File: src/design/acr_pkg.sv
// Constants for the conversion-ready and serial frame logic
`default_nettype none
package acr_pkg;
  localparam int unsigned REF_CLK_MHZ = 50;
  localparam int unsigned PULSE_NS = 160;
  localparam int unsigned GAP_NS = 40;
  localparam int unsigned PULSE_CYC = (PULSE_NS * REF_CLK_MHZ + 999) / 1000;
  localparam int unsigned GAP_CYC = (GAP_NS * REF_CLK_MHZ + 999) / 1000;
  localparam int unsigned TIMEOUT_MCLK_CYC = 32768;

  localparam logic [1:0] WLEN_16 = 2'h0;
  localparam logic [1:0] WLEN_24 = 2'h1;
  localparam logic [1:0] WLEN_32Z = 2'h2;
  localparam logic [1:0] WLEN_32S = 2'h3;
  localparam logic [4:0] LAST_BIT_16 = 5'h0F;
  localparam logic [4:0] LAST_BIT_24 = 5'h17;
  localparam logic [4:0] LAST_BIT_32 = 5'h1F;
  localparam logic [4:0] CMD_LAST_BIT = 5'h0F;

  localparam logic [1:0] SEL_LAG = 2'h0;
  localparam logic [1:0] SEL_ANY = 2'h1;

  localparam logic [2:0] RATIO_64 = 3'h0;
  localparam logic [2:0] RATIO_128 = 3'h1;
  localparam logic [2:0] RATIO_256 = 3'h2;
  localparam logic [2:0] RATIO_512 = 3'h3;
  localparam logic [2:0] RATIO_1024 = 3'h4;
  localparam logic [9:0] BND_64 = 10'h00D;
  localparam logic [9:0] BND_128 = 10'h3ED;
  localparam logic [9:0] BND_256 = 10'h3AD;
  localparam logic [9:0] BND_512 = 10'h32D;
  localparam logic [9:0] BND_1024 = 10'h22D;

  localparam logic [7:0] WORD_RESP = 8'h00;
  localparam logic [7:0] WORD_CH0 = 8'h01;
  localparam logic [7:0] WORD_CH1 = 8'h02;
  localparam logic [7:0] WORD_CRC = 8'h03;
  localparam logic [7:0] WORD_MAX = 8'hFF;
  localparam logic [15:0] CMD_NULL = 16'h0000;
  localparam logic [15:0] ZERO16 = 16'h0000;
  localparam logic [7:0] ZERO8 = 8'h00;

  typedef enum logic [1:0] {RG_IDLE, RG_LOW, RG_GAP, RG_PULSE} acr_rg_e;
endpackage
`default_nettype wire

File: src/design/acr_frame_ready.sv
// Conversion-ready output and serial frame logic, top level
`timescale 1ns/10ps
`default_nettype none
module acr_frame_ready
  import acr_pkg::*;
#(
  parameter int TIMEOUT_CYC = TIMEOUT_MCLK_CYC
) (
  input  wire logic        ref_clk_i,
  input  wire logic        arst_n_i,
  input  wire logic        sclk_i,
  input  wire logic        cs_n_i,
  input  wire logic        din_i,
  output logic             dout_o,
  output logic             dout_oe_o,
  output logic             conversion_ready_n_o,
  output logic             conversion_ready_oe_o,
  input  wire logic [1:0]  ch_result_i,
  input  wire logic [23:0] ch0_data_i,
  input  wire logic [23:0] ch1_data_i,
  input  wire logic [9:0]  ch0_phase_offset_i,
  input  wire logic [9:0]  ch1_phase_offset_i,
  input  wire logic        restart_i,
  input  wire logic        global_chop_i,
  input  wire logic        current_detect_i,
  input  wire logic        cd_hit_i,
  input  wire logic [2:0]  oversampling_ratio_i,
  input  wire logic [1:0]  ready_source_select_i,
  input  wire logic        ready_open_drain_i,
  input  wire logic        ready_pulse_format_i,
  input  wire logic [1:0]  word_length_sel_i,
  input  wire logic        timeout_en_i,
  input  wire logic [15:0] resp_word_i,
  input  wire logic [15:0] crc_word_i,
  input  wire logic [15:0] extra_word_i,
  output logic [15:0]      cmd_word_o,
  output logic             cmd_valid_o,
  output logic [7:0]       word_index_o,
  output logic [1:0]       data_flags_o
);
  // Pin synchronisation
  logic [2:0] pins_s;
  acr_sync #(.WIDTH(3)) u_sync (
    .ref_clk_i (ref_clk_i),
    .arst_n_i  (arst_n_i),
    .async_i   ({sclk_i, cs_n_i, din_i}),
    .sync_o    (pins_s)
  );
  wire s_sclk = pins_s[2];
  wire s_cs_n = pins_s[1];
  wire s_din  = pins_s[0];

  logic        sclk_prev_reg;
  logic        cs_prev_reg;
  logic [4:0]  bit_cnt_reg;
  logic [7:0]  word_idx_reg;
  logic [31:0] tx_reg;
  logic [31:0] rx_reg;
  logic        dout_reg;
  logic [15:0] cmd_hold_reg;
  logic        cmd_got_reg;
  logic [15:0] prev_cmd_reg;
  logic        cmd_valid_reg;
  logic        started_reg;
  logic [15:0] to_cnt_reg;
  logic        arm_reg;
  logic [1:0]  flags_reg;
  logic [1:0]  wlen_reg;

  // Selected for two samples: synchroniser resets SCLK high,
  // so the first sample after reset could look like a rising edge
  wire cs_active = !s_cs_n && !cs_prev_reg;
  wire sclk_rise = s_sclk && !sclk_prev_reg && cs_active;
  wire sclk_fall = !s_sclk && sclk_prev_reg && cs_active;
  wire cs_rise   = s_cs_n && !cs_prev_reg;

  // Word length, decoded from the held copy
  wire [4:0] last_bit = (wlen_reg == WLEN_16) ? LAST_BIT_16 :
                        (wlen_reg == WLEN_24) ? LAST_BIT_24 : LAST_BIT_32;
  wire word_done = sclk_fall && (bit_cnt_reg == last_bit);

  // Timeout from first SCLK; counted in master clock cycles
  wire to_hit = timeout_en_i && started_reg && !s_cs_n &&
                (to_cnt_reg == 16'(TIMEOUT_CYC - 1));
  wire ser_reset = s_cs_n || to_hit;

  // Status word: flags low, held word length above
  wire [15:0] status_word = {6'h00, wlen_reg, 6'h00, flags_reg};
  wire [15:0] resp16 = (prev_cmd_reg == CMD_NULL) ? status_word : resp_word_i;

  // Per-channel data formatting, left justified in 32 bits except WLEN_32S, which is sign extended and right justified
  wire [23:0] ch_data [2];
  wire [31:0] ch_word [2];
  assign ch_data[0] = ch0_data_i;
  assign ch_data[1] = ch1_data_i;
  genvar c;
  generate
    for (c = 0; c < 2; c++) begin : g_ch
      assign ch_word[c] = (wlen_reg == WLEN_16)  ? {ch_data[c][23:8], ZERO16} :
                          (wlen_reg == WLEN_32S) ? {{8{ch_data[c][23]}}, ch_data[c]} :
                                                   {ch_data[c], ZERO8};
      // Set wins over clear
      always_ff @(posedge ref_clk_i or negedge arst_n_i) begin
        if (!arst_n_i) begin
          flags_reg[c] <= 1'b0;
        end else if (ch_result_i[c]) begin
          flags_reg[c] <= 1'b1;
        end else if (word_done && word_idx_reg == WORD_CH0 + 8'(c)) begin
          flags_reg[c] <= 1'b0;
        end
      end
    end
  endgenerate

  // Word selection for the next launch
  wire [31:0] next_word = (word_idx_reg == WORD_RESP) ? {resp16, ZERO16} :
                          (word_idx_reg == WORD_CH0)  ? ch_word[0] :
                          (word_idx_reg == WORD_CH1)  ? ch_word[1] :
                          (word_idx_reg == WORD_CRC)  ? {crc_word_i, ZERO16} :
                                                        {extra_word_i, ZERO16};

  always_ff @(posedge ref_clk_i or negedge arst_n_i) begin
    if (!arst_n_i) begin
      sclk_prev_reg <= 1'b0;
      cs_prev_reg <= 1'b1;
    end else begin
      sclk_prev_reg <= s_sclk;
      cs_prev_reg <= s_cs_n;
    end
  end

  // Word length is taken only between frames so a frame never changes shape
  always_ff @(posedge ref_clk_i or negedge arst_n_i) begin
    if (!arst_n_i) begin
      wlen_reg <= WLEN_24;
    end else if (s_cs_n) begin
      wlen_reg <= word_length_sel_i;
    end
  end

  // Bit and word counters
  always_ff @(posedge ref_clk_i or negedge arst_n_i) begin
    if (!arst_n_i) begin
      bit_cnt_reg <= 5'h00;
      word_idx_reg <= WORD_RESP;
    end else if (ser_reset) begin
      bit_cnt_reg <= 5'h00;
      word_idx_reg <= WORD_RESP;
    end else if (word_done) begin
      bit_cnt_reg <= 5'h00;
      word_idx_reg <= (word_idx_reg == WORD_MAX) ? WORD_MAX : word_idx_reg + 8'h01;
    end else if (sclk_fall) begin
      bit_cnt_reg <= bit_cnt_reg + 5'h01;
    end
  end

  // Transmit: launch on rising SCLK
  always_ff @(posedge ref_clk_i or negedge arst_n_i) begin
    if (!arst_n_i) begin
      tx_reg <= 32'h0000_0000;
      dout_reg <= 1'b0;
    end else if (sclk_rise && bit_cnt_reg == 5'h00) begin
      dout_reg <= next_word[31];
      tx_reg <= {next_word[30:0], 1'b0};
    end else if (sclk_rise) begin
      dout_reg <= tx_reg[31];
      tx_reg <= {tx_reg[30:0], 1'b0};
    end
  end

  // Receive: sample on falling SCLK, first 16 bits form the command
  always_ff @(posedge ref_clk_i or negedge arst_n_i) begin
    if (!arst_n_i) begin
      rx_reg <= 32'h0000_0000;
      cmd_hold_reg <= CMD_NULL;
      cmd_got_reg <= 1'b0;
    end else if (ser_reset && !cs_rise) begin
      cmd_got_reg <= 1'b0;
    end else if (sclk_fall) begin
      rx_reg <= {rx_reg[30:0], s_din};
      if (word_idx_reg == WORD_RESP && bit_cnt_reg == CMD_LAST_BIT) begin
        cmd_hold_reg <= {rx_reg[14:0], s_din};
        cmd_got_reg <= 1'b1;
      end
    end
  end

  // Command latched at frame end; its answer leads the next frame
  always_ff @(posedge ref_clk_i or negedge arst_n_i) begin
    if (!arst_n_i) begin
      prev_cmd_reg <= CMD_NULL;
      cmd_valid_reg <= 1'b0;
    end else begin
      cmd_valid_reg <= cs_rise && cmd_got_reg;
      if (cs_rise && cmd_got_reg) begin
        prev_cmd_reg <= cmd_hold_reg;
      end
    end
  end

  // Frame timer, started by the first SCLK edge
  always_ff @(posedge ref_clk_i or negedge arst_n_i) begin
    if (!arst_n_i) begin
      started_reg <= 1'b0;
      to_cnt_reg <= 16'h0000;
    end else if (ser_reset) begin
      started_reg <= 1'b0;
      to_cnt_reg <= 16'h0000;
    end else if (sclk_rise || sclk_fall || started_reg) begin
      started_reg <= 1'b1;
      to_cnt_reg <= started_reg ? to_cnt_reg + 16'h0001 : 16'h0000;
    end
  end

  // Controlling channel and its phase
  wire lag_is_1  = $signed(ch1_phase_offset_i) > $signed(ch0_phase_offset_i);
  wire lead_is_1 = $signed(ch1_phase_offset_i) < $signed(ch0_phase_offset_i);
  wire sel_lag   = (ready_source_select_i == SEL_LAG);
  wire sel_any   = (ready_source_select_i == SEL_ANY);
  wire ctrl_ch   = sel_lag ? lag_is_1 : lead_is_1;
  wire ctrl_evt  = (global_chop_i || sel_any) ? |ch_result_i : ch_result_i[ctrl_ch];
  // Offsets are forced off in global chop
  wire [9:0] ctrl_phase = global_chop_i ? 10'h000 :
                          (ctrl_ch ? ch1_phase_offset_i : ch0_phase_offset_i);

  wire [9:0] bnd = (oversampling_ratio_i == RATIO_64)  ? BND_64  :
                   (oversampling_ratio_i == RATIO_128) ? BND_128 :
                   (oversampling_ratio_i == RATIO_256) ? BND_256 :
                   (oversampling_ratio_i == RATIO_512) ? BND_512 : BND_1024;
  wire has_bnd  = (oversampling_ratio_i <= RATIO_1024);
  wire first_ok = !has_bnd || ($signed(ctrl_phase) > $signed(bnd));

  // First result after restart is dropped when the phase sits too early
  always_ff @(posedge ref_clk_i or negedge arst_n_i) begin
    if (!arst_n_i) begin
      arm_reg <= 1'b0;
    end else if (restart_i) begin
      arm_reg <= 1'b1;
    end else if (ctrl_evt) begin
      arm_reg <= 1'b0;
    end
  end

  wire ready_evt = current_detect_i ? cd_hit_i :
                   (ctrl_evt && !(arm_reg && !first_ok));
  wire reading   = started_reg && !s_cs_n &&
                   (word_idx_reg == WORD_CH0 || word_idx_reg == WORD_CH1);
  wire read_done = word_done && (word_idx_reg == WORD_CH1);

  logic ready_n;
  acr_ready_gen u_ready (
    .ref_clk_i   (ref_clk_i),
    .arst_n_i    (arst_n_i),
    .event_i     (ready_evt),
    .reading_i   (reading),
    .read_done_i (read_done),
    .pulse_fmt_i (ready_pulse_format_i),
    .ready_n_o   (ready_n)
  );

  // Open drain only drives the low level
  assign conversion_ready_n_o  = ready_n;
  assign conversion_ready_oe_o = !ready_open_drain_i || !ready_n;
  assign dout_o       = dout_reg;
  assign dout_oe_o    = !s_cs_n;
  assign cmd_word_o   = prev_cmd_reg;
  assign cmd_valid_o  = cmd_valid_reg;
  assign word_index_o = word_idx_reg;
  assign data_flags_o = flags_reg;
endmodule
`default_nettype wire

File: src/design/acr_ready_gen.sv
// Ready output sequencer: level and pulse formats
`timescale 1ns/10ps
`default_nettype none
module acr_ready_gen
  import acr_pkg::*;
(
  input  wire logic ref_clk_i,
  input  wire logic arst_n_i,
  input  wire logic event_i,
  input  wire logic reading_i,
  input  wire logic read_done_i,
  input  wire logic pulse_fmt_i,
  output logic      ready_n_o
);
  acr_rg_e    st_reg;
  acr_rg_e    st_next;
  logic [3:0] cnt_reg;
  logic [3:0] cnt_next;
  logic       unread_reg;
  logic       unread_next;
  logic       ready_n_reg;
  wire        evt_ok = event_i && !reading_i;

  always_comb begin
    st_next = st_reg;
    cnt_next = (cnt_reg == 4'h0) ? 4'h0 : cnt_reg - 4'h1;
    unread_next = read_done_i ? 1'b0 : unread_reg;
    case (st_reg)
      RG_IDLE: begin
        if (evt_ok && pulse_fmt_i) begin
          if (unread_reg) begin
            unread_next = 1'b0;
          end else begin
            st_next = RG_PULSE;
            cnt_next = 4'(PULSE_CYC - 1);
            unread_next = 1'b1;
          end
        end else if (evt_ok) begin
          st_next = RG_LOW;
        end
      end
      RG_LOW: begin
        if (evt_ok) begin
          st_next = RG_GAP;
          cnt_next = 4'(GAP_CYC - 1);
        end else if (read_done_i) begin
          st_next = RG_IDLE;
        end
      end
      RG_GAP: begin
        if (cnt_reg == 4'h0) begin
          st_next = RG_LOW;
        end
      end
      RG_PULSE: begin
        if (cnt_reg == 4'h0) begin
          st_next = RG_IDLE;
        end
      end
      default: st_next = RG_IDLE;
    endcase
  end

  always_ff @(posedge ref_clk_i or negedge arst_n_i) begin
    if (!arst_n_i) begin
      st_reg <= RG_IDLE;
      cnt_reg <= 4'h0;
      unread_reg <= 1'b0;
      ready_n_reg <= 1'b1;
    end else begin
      st_reg <= st_next;
      cnt_reg <= cnt_next;
      unread_reg <= unread_next;
      ready_n_reg <= !(st_next == RG_LOW || st_next == RG_PULSE);
    end
  end

  assign ready_n_o = ready_n_reg;
endmodule
`default_nettype wire

File: src/design/acr_sync.sv
// Two-stage synchroniser for pin inputs
`timescale 1ns/10ps
`default_nettype none
module acr_sync
  import acr_pkg::*;
#(
  parameter int WIDTH = 3
) (
  input  wire logic             ref_clk_i,
  input  wire logic             arst_n_i,
  input  wire logic [WIDTH-1:0] async_i,
  output logic      [WIDTH-1:0] sync_o
);
  logic [WIDTH-1:0] meta_reg;
  logic [WIDTH-1:0] sync_reg;

  // Idle level 1 for chip select keeps the port quiet out of reset
  genvar g;
  generate
    for (g = 0; g < WIDTH; g++) begin : g_bit
      always_ff @(posedge ref_clk_i or negedge arst_n_i) begin
        if (!arst_n_i) begin
          meta_reg[g] <= 1'b1;
          sync_reg[g] <= 1'b1;
        end else begin
          meta_reg[g] <= async_i[g];
          sync_reg[g] <= meta_reg[g];
        end
      end
    end
  endgenerate

  assign sync_o = sync_reg;
endmodule
`default_nettype wire

File: config.mk
export PLATFORM = sky130hd
export DESIGN_NAME = acr_frame_ready
export DESIGN_NICKNAME = d
export VERILOG_FILES = /design/src/design/acr_pkg.sv /design/src/design/acr_frame_ready.sv /design/src/design/acr_ready_gen.sv /design/src/design/acr_sync.sv
export SDC_FILE = /design/constraint.sdc
export NUM_CORES = 1
export LEC_CHECK = 0
export ABC_AREA = 1
export BUFFER_PORTS_ARGS = -buffer_cell sky130_fd_sc_hd__buf_2
export CELL_PAD_IN_SITES_DETAIL_PLACEMENT = 2
export CELL_PAD_IN_SITES_GLOBAL_PLACEMENT = 2
export CORE_UTILIZATION = 31
export DETAILED_ROUTE_END_ITERATION = 8
export PLACE_DENSITY = 0.86
export SYNTH_ARGS = -nofsm -noshare
export SYNTH_HDL_FRONTEND = slang
export SYNTH_SLANG_ARGS = --single-unit
export TNS_END_PERCENT = 50
File: constraint.sdc
create_clock -name ref_clk_i -period 2.6 [get_ports ref_clk_i]
set_input_delay 0.52 -clock ref_clk_i [delete_from_list [all_inputs] [get_ports ref_clk_i]]
set_output_delay 0.52 -clock ref_clk_i [all_outputs]
set_load 0.01 [all_outputs]
==> results of run 1 <==
==> placed cells by master, fill, tap and decap left out, types with 13 or more instances in the layout <==
cell         n
nand3_1     33
a31oi_1     20
o221ai_1    13
buf_4       64
ha_1        15
o21ai_0    109
nand2_1    228
dfrtp_1    122
buf_2      157
inv_1      142
nor2_1      68
o22ai_1     13
clkbuf_16   17
a21oi_1     49
==> layout make-up <==
| cell class | instances | area [um^2] | area share (%) |
|---|---|---|---|
| clock buffer | 21 | 470 | 4.46 |
| clock inverter | 11 | 118 | 1.12 |
| inverter | 156 | 607 | 5.76 |
| multi-input combinational | 714 | 4160 | 39.5 |
| sequential | 132 | 3320 | 31.5 |
| tap | 324 | 405 | 3.85 |
| timing repair buffer | 236 | 1460 | 13.9 |
==> kinds of logic (layout without fill, tap and decap cells) <==
group	Yosys count	after routing	share of synthesized area, %
fa+ha+maj	25	25	4.00
compound gates	263	263	19.8
flops	132	132	42.4
simple gates	411	412	22.7
xor+xnor	12	12	1.34
mux	2	2	0.256
buf+inv	198	424	9.56
==> where the power goes <==
group	leakage, nW	switching [mW]	internal (mW)
logic	3.09	0.938	0.573
registers	1.71	0.163	2.33
clock network	0.283	1.01	1.41
==> per-layer routing <==
layer  GRT usage [%]  part of all wire (%)  vias up
li1                -                     -     3898
met5               0                     0        -
met1            31.8                    42     4246
met2            48.0                    52      224
met4            7.50                   2.3        0
met3            3.59                   3.9       50
==> final timing paths <==
path	endpoint	slack (ns)	depth (start not counted)
hold / removal	word_index_o[6]	0.05	1
setup / recovery	u_ready.st_reg[0]	-1.05	32
setup reg to reg	u_ready.cnt_reg[0]	0	9
max in group asynchronous	tx_reg[9]	1.71	2
hold reg to reg	u_sync.sync_o[0]	0.36	0
min in group ref_clk_i	u_sync.meta_reg[0]	0.19	1
==> worst max-delay path: cells and delay by family <==
kind                       cells  cell delay (ns)
and+or+nand+nor               24             2.27
adders and majority gates      2             0.60
buffers and inverters          4             0.37
AOI/OAI and AO/OA              2             0.24
==> what timing repair did <==
item                                    in CTS  in global routing
hold endpoints to repair                     0                  0
gates cloned                                 1                  0
pin swaps                                   30                 31
resized for setup                           30                 53
endpoints found under the setup margin      18                 53
buffers inserted                             6                  4
==> through the flow <==
step,instance area [um^2],util [%]
final,10500,43.0
after global routing,10500,43.0
after CTS,10300,41.9
after detailed placement,9530,38.8
after global placement,9530,38.8
after floorplan,7980,-
==> impl_metrics.json, run 1 <==
{
  "status": "finished, violations left",
  "violations": "setup timing",
  "vias": 8418,
  "detail_route.wl_per_cell_um": 21.9,
  "hold_viol_final": 0,
  "place_inst": 1551,
  "num_antenna_cells": 0,
  "synth.distinct_cells": 50,
  "synth_area_per_cell_um2": 7.49,
  "drt_iter0_markers": 432,
  "endpoint_kind": "flop",
  "die_x_um": 161,
  "rows": 57,
  "clock.fmax_mhz": 274,
  "rsz0062_at_grt": "yes",
  "netlist.area_leader.share_pct": 39.4,
  "drc": 0,
  "finalCritPeriodShare_pct": 140,
  "grt_pass1_wl_um": 52700,
  "cp.arrival_ns": 3.97,
  "worst-endpoint-required_ns": 2.92,
  "syn_to_final_growth_pct": 34.8,
  "r2r-start": "word_index_o[5]",
  "powerDensity_mw_per_mm2": 610,
  "cpMostUsedCell": "nand2_2",
  "synth_nets": 1205,
  "cts_made_buffers": 17,
  "antenna_found_initial": 0,
  "syn_area_mm2": 0.00782,
  "slowest_stage": "ha_4",
  "ys_async_sr_fraction_pct": 100,
  "hold_path_class": "in2async",
  "tightest_slew_ns": 0.631,
  "grt_use_total_pct": 26.2,
  "maxCapViolCount": 0,
  "largest_register_ffs": 31,
  "ys_warn_count": 0,
  "synth-main-ff-cell": "dfrtp_1",
  "die_h_um": 161,
  "io_buffers": 167,
  "first_pass_iters": 5,
  "skew_ns": 0.0122,
  "clockBufferDepth": 2,
  "gp_congestion": 0.880,
  "synth-edff-count": 0,
  "initial_utilization_pct": 31.9,
  "period_needed_ns": 3.65,
  "start_kind": "input pin",
  "fill_cells": 2842,
  "cts_tree": "built",
  "yosysTopAreaCell": "dfrtp_1",
  "final_cell_count_no_fill": 1594,
  "routed_via_density": 5.28,
  "power.leakage_nw": 5.08,
  "drive_gt1_share_pct": 29.1,
  "grt_max_degree": 55,
  "slew_violations": 0,
  "worstSkewPairLatency_ns": 0.43,
  "clkTransAtPathRegs_ns": 0.06,
  "relSlewSlack_pct": 57.4,
  "tns_ns": -8.00,
  "crit_path_start": "ch1_phase_offset_i[5]",
  "die_area_mm2": 0.0259,
  "synth_seq_area_share_pct": 42.4,
  "hpwlAfterDp_um": 22800,
  "cts_root_buf": "clkbuf_16",
  "fp.coreArea_mm2": 0.0245,
  "synth_seq_cells": 132,
  "netlist_instances": 1043,
  "setup_viol": 8,
  "overflow": 0,
  "io_pins": 168,
  "max-vdd-ir-drop_mv": 0.463,
  "grt_pass1_vias": 9404,
  "max_stage_delay_ns": 0.31,
  "yosysMostFrequentCell": "nand2_1",
  "numClockSinks": 132,
  "whs_ns": 0.0496,
  "crit_type": "in2reg",
  "final_nets": 1419,
  "crit_fanout": 5,
  "wl_um": 34900,
  "finalPower_mw": 6.43,
  "synth.area.top_cells": "dfrtp_1, nand2_1, o21ai_0",
  "synth.top_cells.by_count": "nand2_1, inv_1, dfrtp_1",
  "hold_buffers": 0,
  "fin_ws_ns": -1.05,
  "detail-route-antenna-nets": 0,
  "dp_slack_ns": -1.20,
  "cts_max_level": 4
}
Power figures use the tool's default switching activity.
==> run 2: changes to the inputs <==
--- a/config.mk
+++ b/config.mk
@@ -11,6 +11,7 @@
 export CELL_PAD_IN_SITES_GLOBAL_PLACEMENT = 2
 export CORE_UTILIZATION = 31
 export DETAILED_ROUTE_END_ITERATION = 8
+export HOLD_SLACK_MARGIN = 0.12
 export PLACE_DENSITY = 0.86
 export SYNTH_ARGS = -nofsm -noshare
 export SYNTH_HDL_FRONTEND = slang
==> run 2 against run 1 <==
Compared with the run above: via count up 0.39%; global-route usage did not move; critical path depth stayed put; clock-buffer cell count unchanged; power about the same; largest cell class unchanged; first-iteration DRC count is 16% higher; register-to-register slack is essentially flat; die area is the same; non-clock buffer count up 1; sequential cell count stayed put; the run still ends with setup timing left; combinational power about the same; wire length down 0.21%.
==> impl_metrics.json, run 2 (synthesized netlist as in run 1, its figures left out) <==
{
  "endpoint_kind": "flop",
  "cts_root_buf": "clkbuf_16",
  "fin_area_mm2": 0.0105,
  "die_area_mm2": 0.0259,
  "final_nets": 1420,
  "cts_tree": "built",
  "final_common_cell": "nand2_1",
  "timing.rr.end": "u_ready.st_reg[0]",
  "gp_congestion": 0.880,
  "min_from": "din_i",
  "maxCapViolCount": 0,
  "hold_viol_final": 0,
  "io_pins": 168,
  "grt_use_total_pct": 26.2,
  "setup_viol": 8,
  "drc": 0,
  "power.leakage_nw": 5.08,
  "grt_pass1_vias": 9404,
  "numClockSinks": 132,
  "fin_ws_ns": -1.05,
  "first_pass_iters": 5,
  "violations": "setup timing",
  "finalCritPeriodShare_pct": 140,
  "grt_max_degree": 55,
  "relSlewSlack_pct": 56.3,
  "powerDensity_mw_per_mm2": 609,
  "r2r-start": "word_index_o[5]",
  "routed_via_density": 5.30,
  "cp.arrival_ns": 3.97,
  "hpwlAfterDp_um": 22800,
  "drt_iter0_markers": 501,
  "cpMostUsedCell": "nand2_2",
  "crit_type": "in2reg",
  "largest_register_ffs": 31,
  "whs_ns": 0.190,
  "r2r_slack_ns": -0.01,
  "skew_ns": 0.0126,
  "cts_made_buffers": 17,
  "slew_violations": 0,
  "whs_path_depth": 1,
  "die_h_um": 161,
  "vias": 8451,
  "overflow": 0,
  "die_x_um": 161,
  "drive_gt1_share_pct": 29.0,
  "grt_pass1_wl_um": 52700,
  "io_buffers": 167,
  "max_stage_delay_ns": 0.31,
  "status": "finished, violations left",
  "tns_ns": -8.00,
  "worstSkewPairLatency_ns": 0.43,
  "clock.fmax_mhz": 274,
  "hold_path_class": "in2reg",
  "period_needed_ns": 3.65,
  "antenna_found_initial": 0,
  "hold_end": "u_sync.meta_reg[0]",
  "clkTransAtPathRegs_ns": 0.06,
  "wl_um": 34900,
  "initial_utilization_pct": 31.9,
  "clockBufferDepth": 2,
  "rsz0062_at_grt": "yes",
  "num_antenna_cells": 0,
  "max-vdd-ir-drop_mv": 0.461,
  "mostFrequentLayoutCells": "nand2_1, buf_2, inv_1, dfrtp_1, o21ai_0",
  "dpl_cell_area_mm2": 0.00953,
  "final_cell_count_no_fill": 1595,
  "detail-route-antenna-nets": 0,
  "cts_max_level": 4,
  "reg2regPathDepth": 11,
  "tightest_slew_ns": 0.648,
  "slowest_stage": "ha_4",
  "finalPower_mw": 6.42,
  "detail_route.wl_per_cell_um": 21.9,
  "start_kind": "input pin",
  "fill_cells": 2841,
  "crit_fanout": 5,
  "worst-endpoint-required_ns": 2.92,
  "fp.coreArea_mm2": 0.0245,
  "syn_to_final_growth_pct": 34.9,
  "place_inst": 1551,
  "rows": 57
}
[run 2: critical path: cells and delay by family]
kind                       cells  cell delay [ns]
and+or+nand+nor               24             2.25
adders and majority gates      2             0.60
buffers and inverters          4             0.37
AOI/OAI and AO/OA              2             0.24
[run 2: metrics by stage]
step                      util, %  setup slack [ns]
final                        43.0             -1.05
after global routing         43.0             -1.14
after detailed placement     38.8             -1.20
after floorplan                 -            -0.722
after global placement       38.8            -0.897
after CTS                    41.9            -0.654
[run 2: worst max path at each step]
| stage | startpoint | end | cells past startpoint |
|---|---|---|---|
| floorplan | ch0_phase_offset_i[1] | u_ready.st_reg[0] | 31 |
| global placement | ch0_phase_offset_i[9] | u_ready.st_reg[0] | 27 |
| detailed placement | ch0_phase_offset_i[9] | u_ready.st_reg[0] | 29 |
| CTS | ch0_phase_offset_i[9] | u_ready.st_reg[0] | 30 |
| global route | ch1_phase_offset_i[5] | u_ready.st_reg[0] | 31 |
| finish | ch1_phase_offset_i[5] | u_ready.st_reg[0] | 32 |
[run 2: area by class of cell]
cell class	count	area, um^2	area share [%]
clock buffers	21	470	4.46
clock inverters	11	118	1.12
inverters	156	607	5.75
multi-input cells	714	4160	39.5
flip-flops and latches	132	3320	31.4
well taps	324	405	3.84
repair buffers	237	1470	13.9
[run 2: layer usage]
layer	up-vias	wire length [um]	track usage (%)
met5	-	0	0
met4	0	819	7.50
met3	50	1320	3.59
met2	231	18100	48.0
met1	4269	14600	31.8
li1	3901	-	-
[run 2: power breakdown]
part / internal (mW) / total, mW / switching, mW
logic: 0.574 / 1.51 / 0.939
registers: 2.33 / 2.49 / 0.161
clock network: 1.41 / 2.42 / 1.01
[run 2: timing repair]
item / 4_1_cts / 5_1_grt
gates cloned: 1 / 0
pin swaps: 30 / 31
hold buffers: 1 / 0
resized for setup: 30 / 53
setup buffers: 6 / 4
setup endpoints to repair: 18 / 53
hold endpoints to repair: 49 / 0
==> run 3: changes to the inputs <==
--- a/config.mk
+++ b/config.mk
@@ -9,6 +9,7 @@
 export BUFFER_PORTS_ARGS = -buffer_cell sky130_fd_sc_hd__buf_2
 export CELL_PAD_IN_SITES_DETAIL_PLACEMENT = 2
 export CELL_PAD_IN_SITES_GLOBAL_PLACEMENT = 2
+export CORE_ASPECT_RATIO = 2
 export CORE_UTILIZATION = 31
 export DETAILED_ROUTE_END_ITERATION = 8
 export HOLD_SLACK_MARGIN = 0.12
==> run 3 against run 2 <==
Compared with the run above: the run still ends with setup timing left; maximum frequency up 4.5%; sequential cell count unchanged; wire length up 11%; sequential power barely moved; critical path type unchanged.
==> impl_metrics.json, run 3 (synthesized netlist as in run 1, its figures left out) <==
{
  "cts_root_buf": "clkbuf_16",
  "routed_via_density": 5.46,
  "max_stage_delay_ns": 0.31,
  "powerDensity_mw_per_mm2": 620,
  "critical-path-top-delay-family": "simple AND/OR/NAND/NOR gates",
  "grt_pass1_vias": 10300,
  "gr-usage-met2_pct": 58.7,
  "grt_pass1_wl_um": 58200,
  "final_nets": 1440,
  "rows": 81,
  "fin_ws_ns": -0.895,
  "hpwlAfterDp_um": 26500,
  "start_kind": "input pin",
  "worstSetupEndpoint": "u_ready.cnt_reg[1]",
  "pwr-share-clk_pct": 40.8,
  "die_x_um": 114,
  "crit_path_start": "ch0_phase_offset_i[4]",
  "multi_input_area_mm2": 0.00410,
  "endpoint_kind": "flop",
  "fill_cells": 2780,
  "die_area_mm2": 0.0259,
  "overflow": 0,
  "cts_max_level": 4,
  "seq_power_share_pct": 37.6,
  "dp_slack_ns": -1.28,
  "cts_tree": "built",
  "clockBufferDepth": 2,
  "switching_share_pct": 31.7,
  "max-vdd-ir-drop_mv": 0.454,
  "fin_util_pct": 43.5,
  "period_needed_ns": 3.49,
  "hold_viol_final": 0,
  "relSlewSlack_pct": 57.6,
  "clkTransAtPathRegs_ns": 0.06,
  "cts_made_buffers": 17,
  "drc": 0,
  "grt_use_met3_pct": 6.09,
  "grt_max_degree": 58,
  "seq_area_mm2": 0.00332,
  "cp.arrival_ns": 3.80,
  "fin_area_mm2": 0.0107,
  "gp_congestion": 0.899,
  "power_frac_comb_pct": 21.5,
  "wl_um": 38500,
  "setup_viol": 18,
  "clock.fmax_mhz": 286,
  "finalCritPeriodShare_pct": 134,
  "first_pass_iters": 4,
  "crit_fanout": 5,
  "antenna_found_initial": 2,
  "largest_register_ffs": 31,
  "mostFrequentLayoutCells": "nand2_1, buf_2, inv_1, dfrtp_1, o21ai_0",
  "cpMostUsedCell": "nand2_1",
  "io_pins": 168,
  "slowest_stage": "ha_1",
  "numClockSinks": 132,
  "fp.coreArea_mm2": 0.0246,
  "detail_route.wl_per_cell_um": 23.7,
  "dpl_cell_area_mm2": 0.00972,
  "violations": "setup timing",
  "worst-endpoint-required_ns": 2.91,
  "reg2regPathDepth": 15,
  "r2r_slack_ns": -0.09,
  "p_int_mw": 4.54,
  "vias": 8869,
  "skew_ns": 0.00978,
  "maxCapViolCount": 0,
  "crit_cells": 30,
  "io_buffers": 167,
  "timing.rr.end": "bit_cnt_reg[3]",
  "syn_to_final_growth_pct": 37.1,
  "drt_iter0_markers": 394,
  "drive_gt1_share_pct": 29.3,
  "grt_use_total_pct": 30.4,
  "slew_violations": 0,
  "die_h_um": 227,
  "hold_path_class": "in2reg",
  "power.leakage_nw": 5.20,
  "crit_type": "in2reg",
  "rsz0062_at_grt": "yes",
  "p_sw_mw": 2.11,
  "status": "finished, violations left",
  "worstSkewPairLatency_ns": 0.43,
  "busiest_layer": "met2",
  "tightest_slew_ns": 0.635,
  "met1_usage_pct": 26.8,
  "crit_buf_inv": 3,
  "final_common_cell": "nand2_1",
  "detail-route-antenna-nets": 0,
  "initial_utilization_pct": 31.7,
  "r2r-start": "to_cnt_reg[0]"
}
-- run 3: cell types whose count changed in the layout (fill, tap and decap cells not counted), sizes merged --
cell / delta
buf: +20
bufinv: +3
clkbuf: -2
clkinvlp: -1
diode: +2
-- run 3: power groups by stage --
stage / Combinational (mW) / Clock (mW) / Sequential, mW
2_1_floorplan: 0.758 / 0 / 2.46
3_3_place_gp: 1.18 / 0 / 2.49
3_5_place_dp: 1.29 / 0 / 2.51
4_1_cts: 1.38 / 2.76 / 2.50
5_1_grt: 1.56 / 2.83 / 2.53
6_report: 1.43 / 2.71 / 2.50
-- run 3: worst reg2reg max path: stages (launching register included) --
cell and delay [ns]:
dfrtp_1 0.42, ha_1 0.24, nand3_1 0.15, nor2_1 0.12, nand2_1 0.11, nor2_2 0.16, inv_1 0.09, nor2_1 0.15
nand3_1 0.18, nand2_2 0.14, inv_1 0.09, nand2_1 0.18, nand2_1 0.14, inv_1 0.11, a31oi_1 0.09, nor3_1 0.22
-- run 3: what timing repair did --
item	4_1_cts	5_1_grt
pin swaps	24	28
hold endpoints to repair	53	0
hold buffers	1	0
buffers inserted	5	2
endpoints found under the setup margin	39	61
gates cloned	1	0
resized for setup	29	44
-- run 3: metal layers --
metal / part of all wire (%) / vias to the layer above
met1: 32 / 4413
li1: - / 3940
met3: 4.0 / 167
met4: 8.3 / 0
met5: 0 / -
met2: 55 / 349
-- run 3: layout make-up --
type | instances | area share (%)
well taps | 332 | 3.88
clock buffers | 19 | 4.23
multi-input cells | 714 | 38.2
repair buffers | 257 | 15.3
clock inverters | 13 | 1.81
diodes | 2 | 0.0467
flip-flops and latches | 132 | 30.9
inverters | 156 | 5.63
-- run 3: stage by stage --
step	hold WS [ns]	total power, mW	TNS (ns)	cells
final	0.189	6.65	-6.89	1625
after detailed placement	0.351	3.81	-9.97	1582
after global placement	0.349	3.66	-7.34	1582
after CTS	0.171	6.64	-6.89	1621
after global routing	0.174	6.92	-12.95	1625
after floorplan	0.224	3.22	-5.23	1043
-- run 3: how the worst min path moves through the flow --
stage / start / end / slack [ns] / cells after the start
global placement: u_sync.meta_reg[2] / u_sync.sync_o[2] / 0.35 / 0
floorplan: arst_n_i / arm_reg / 0.22 / 0
detailed placement: u_sync.meta_reg[2] / u_sync.sync_o[2] / 0.35 / 0
finish: din_i / u_sync.meta_reg[0] / 0.19 / 1
CTS: din_i / u_sync.meta_reg[0] / 0.17 / 1
global route: din_i / u_sync.meta_reg[0] / 0.17 / 1
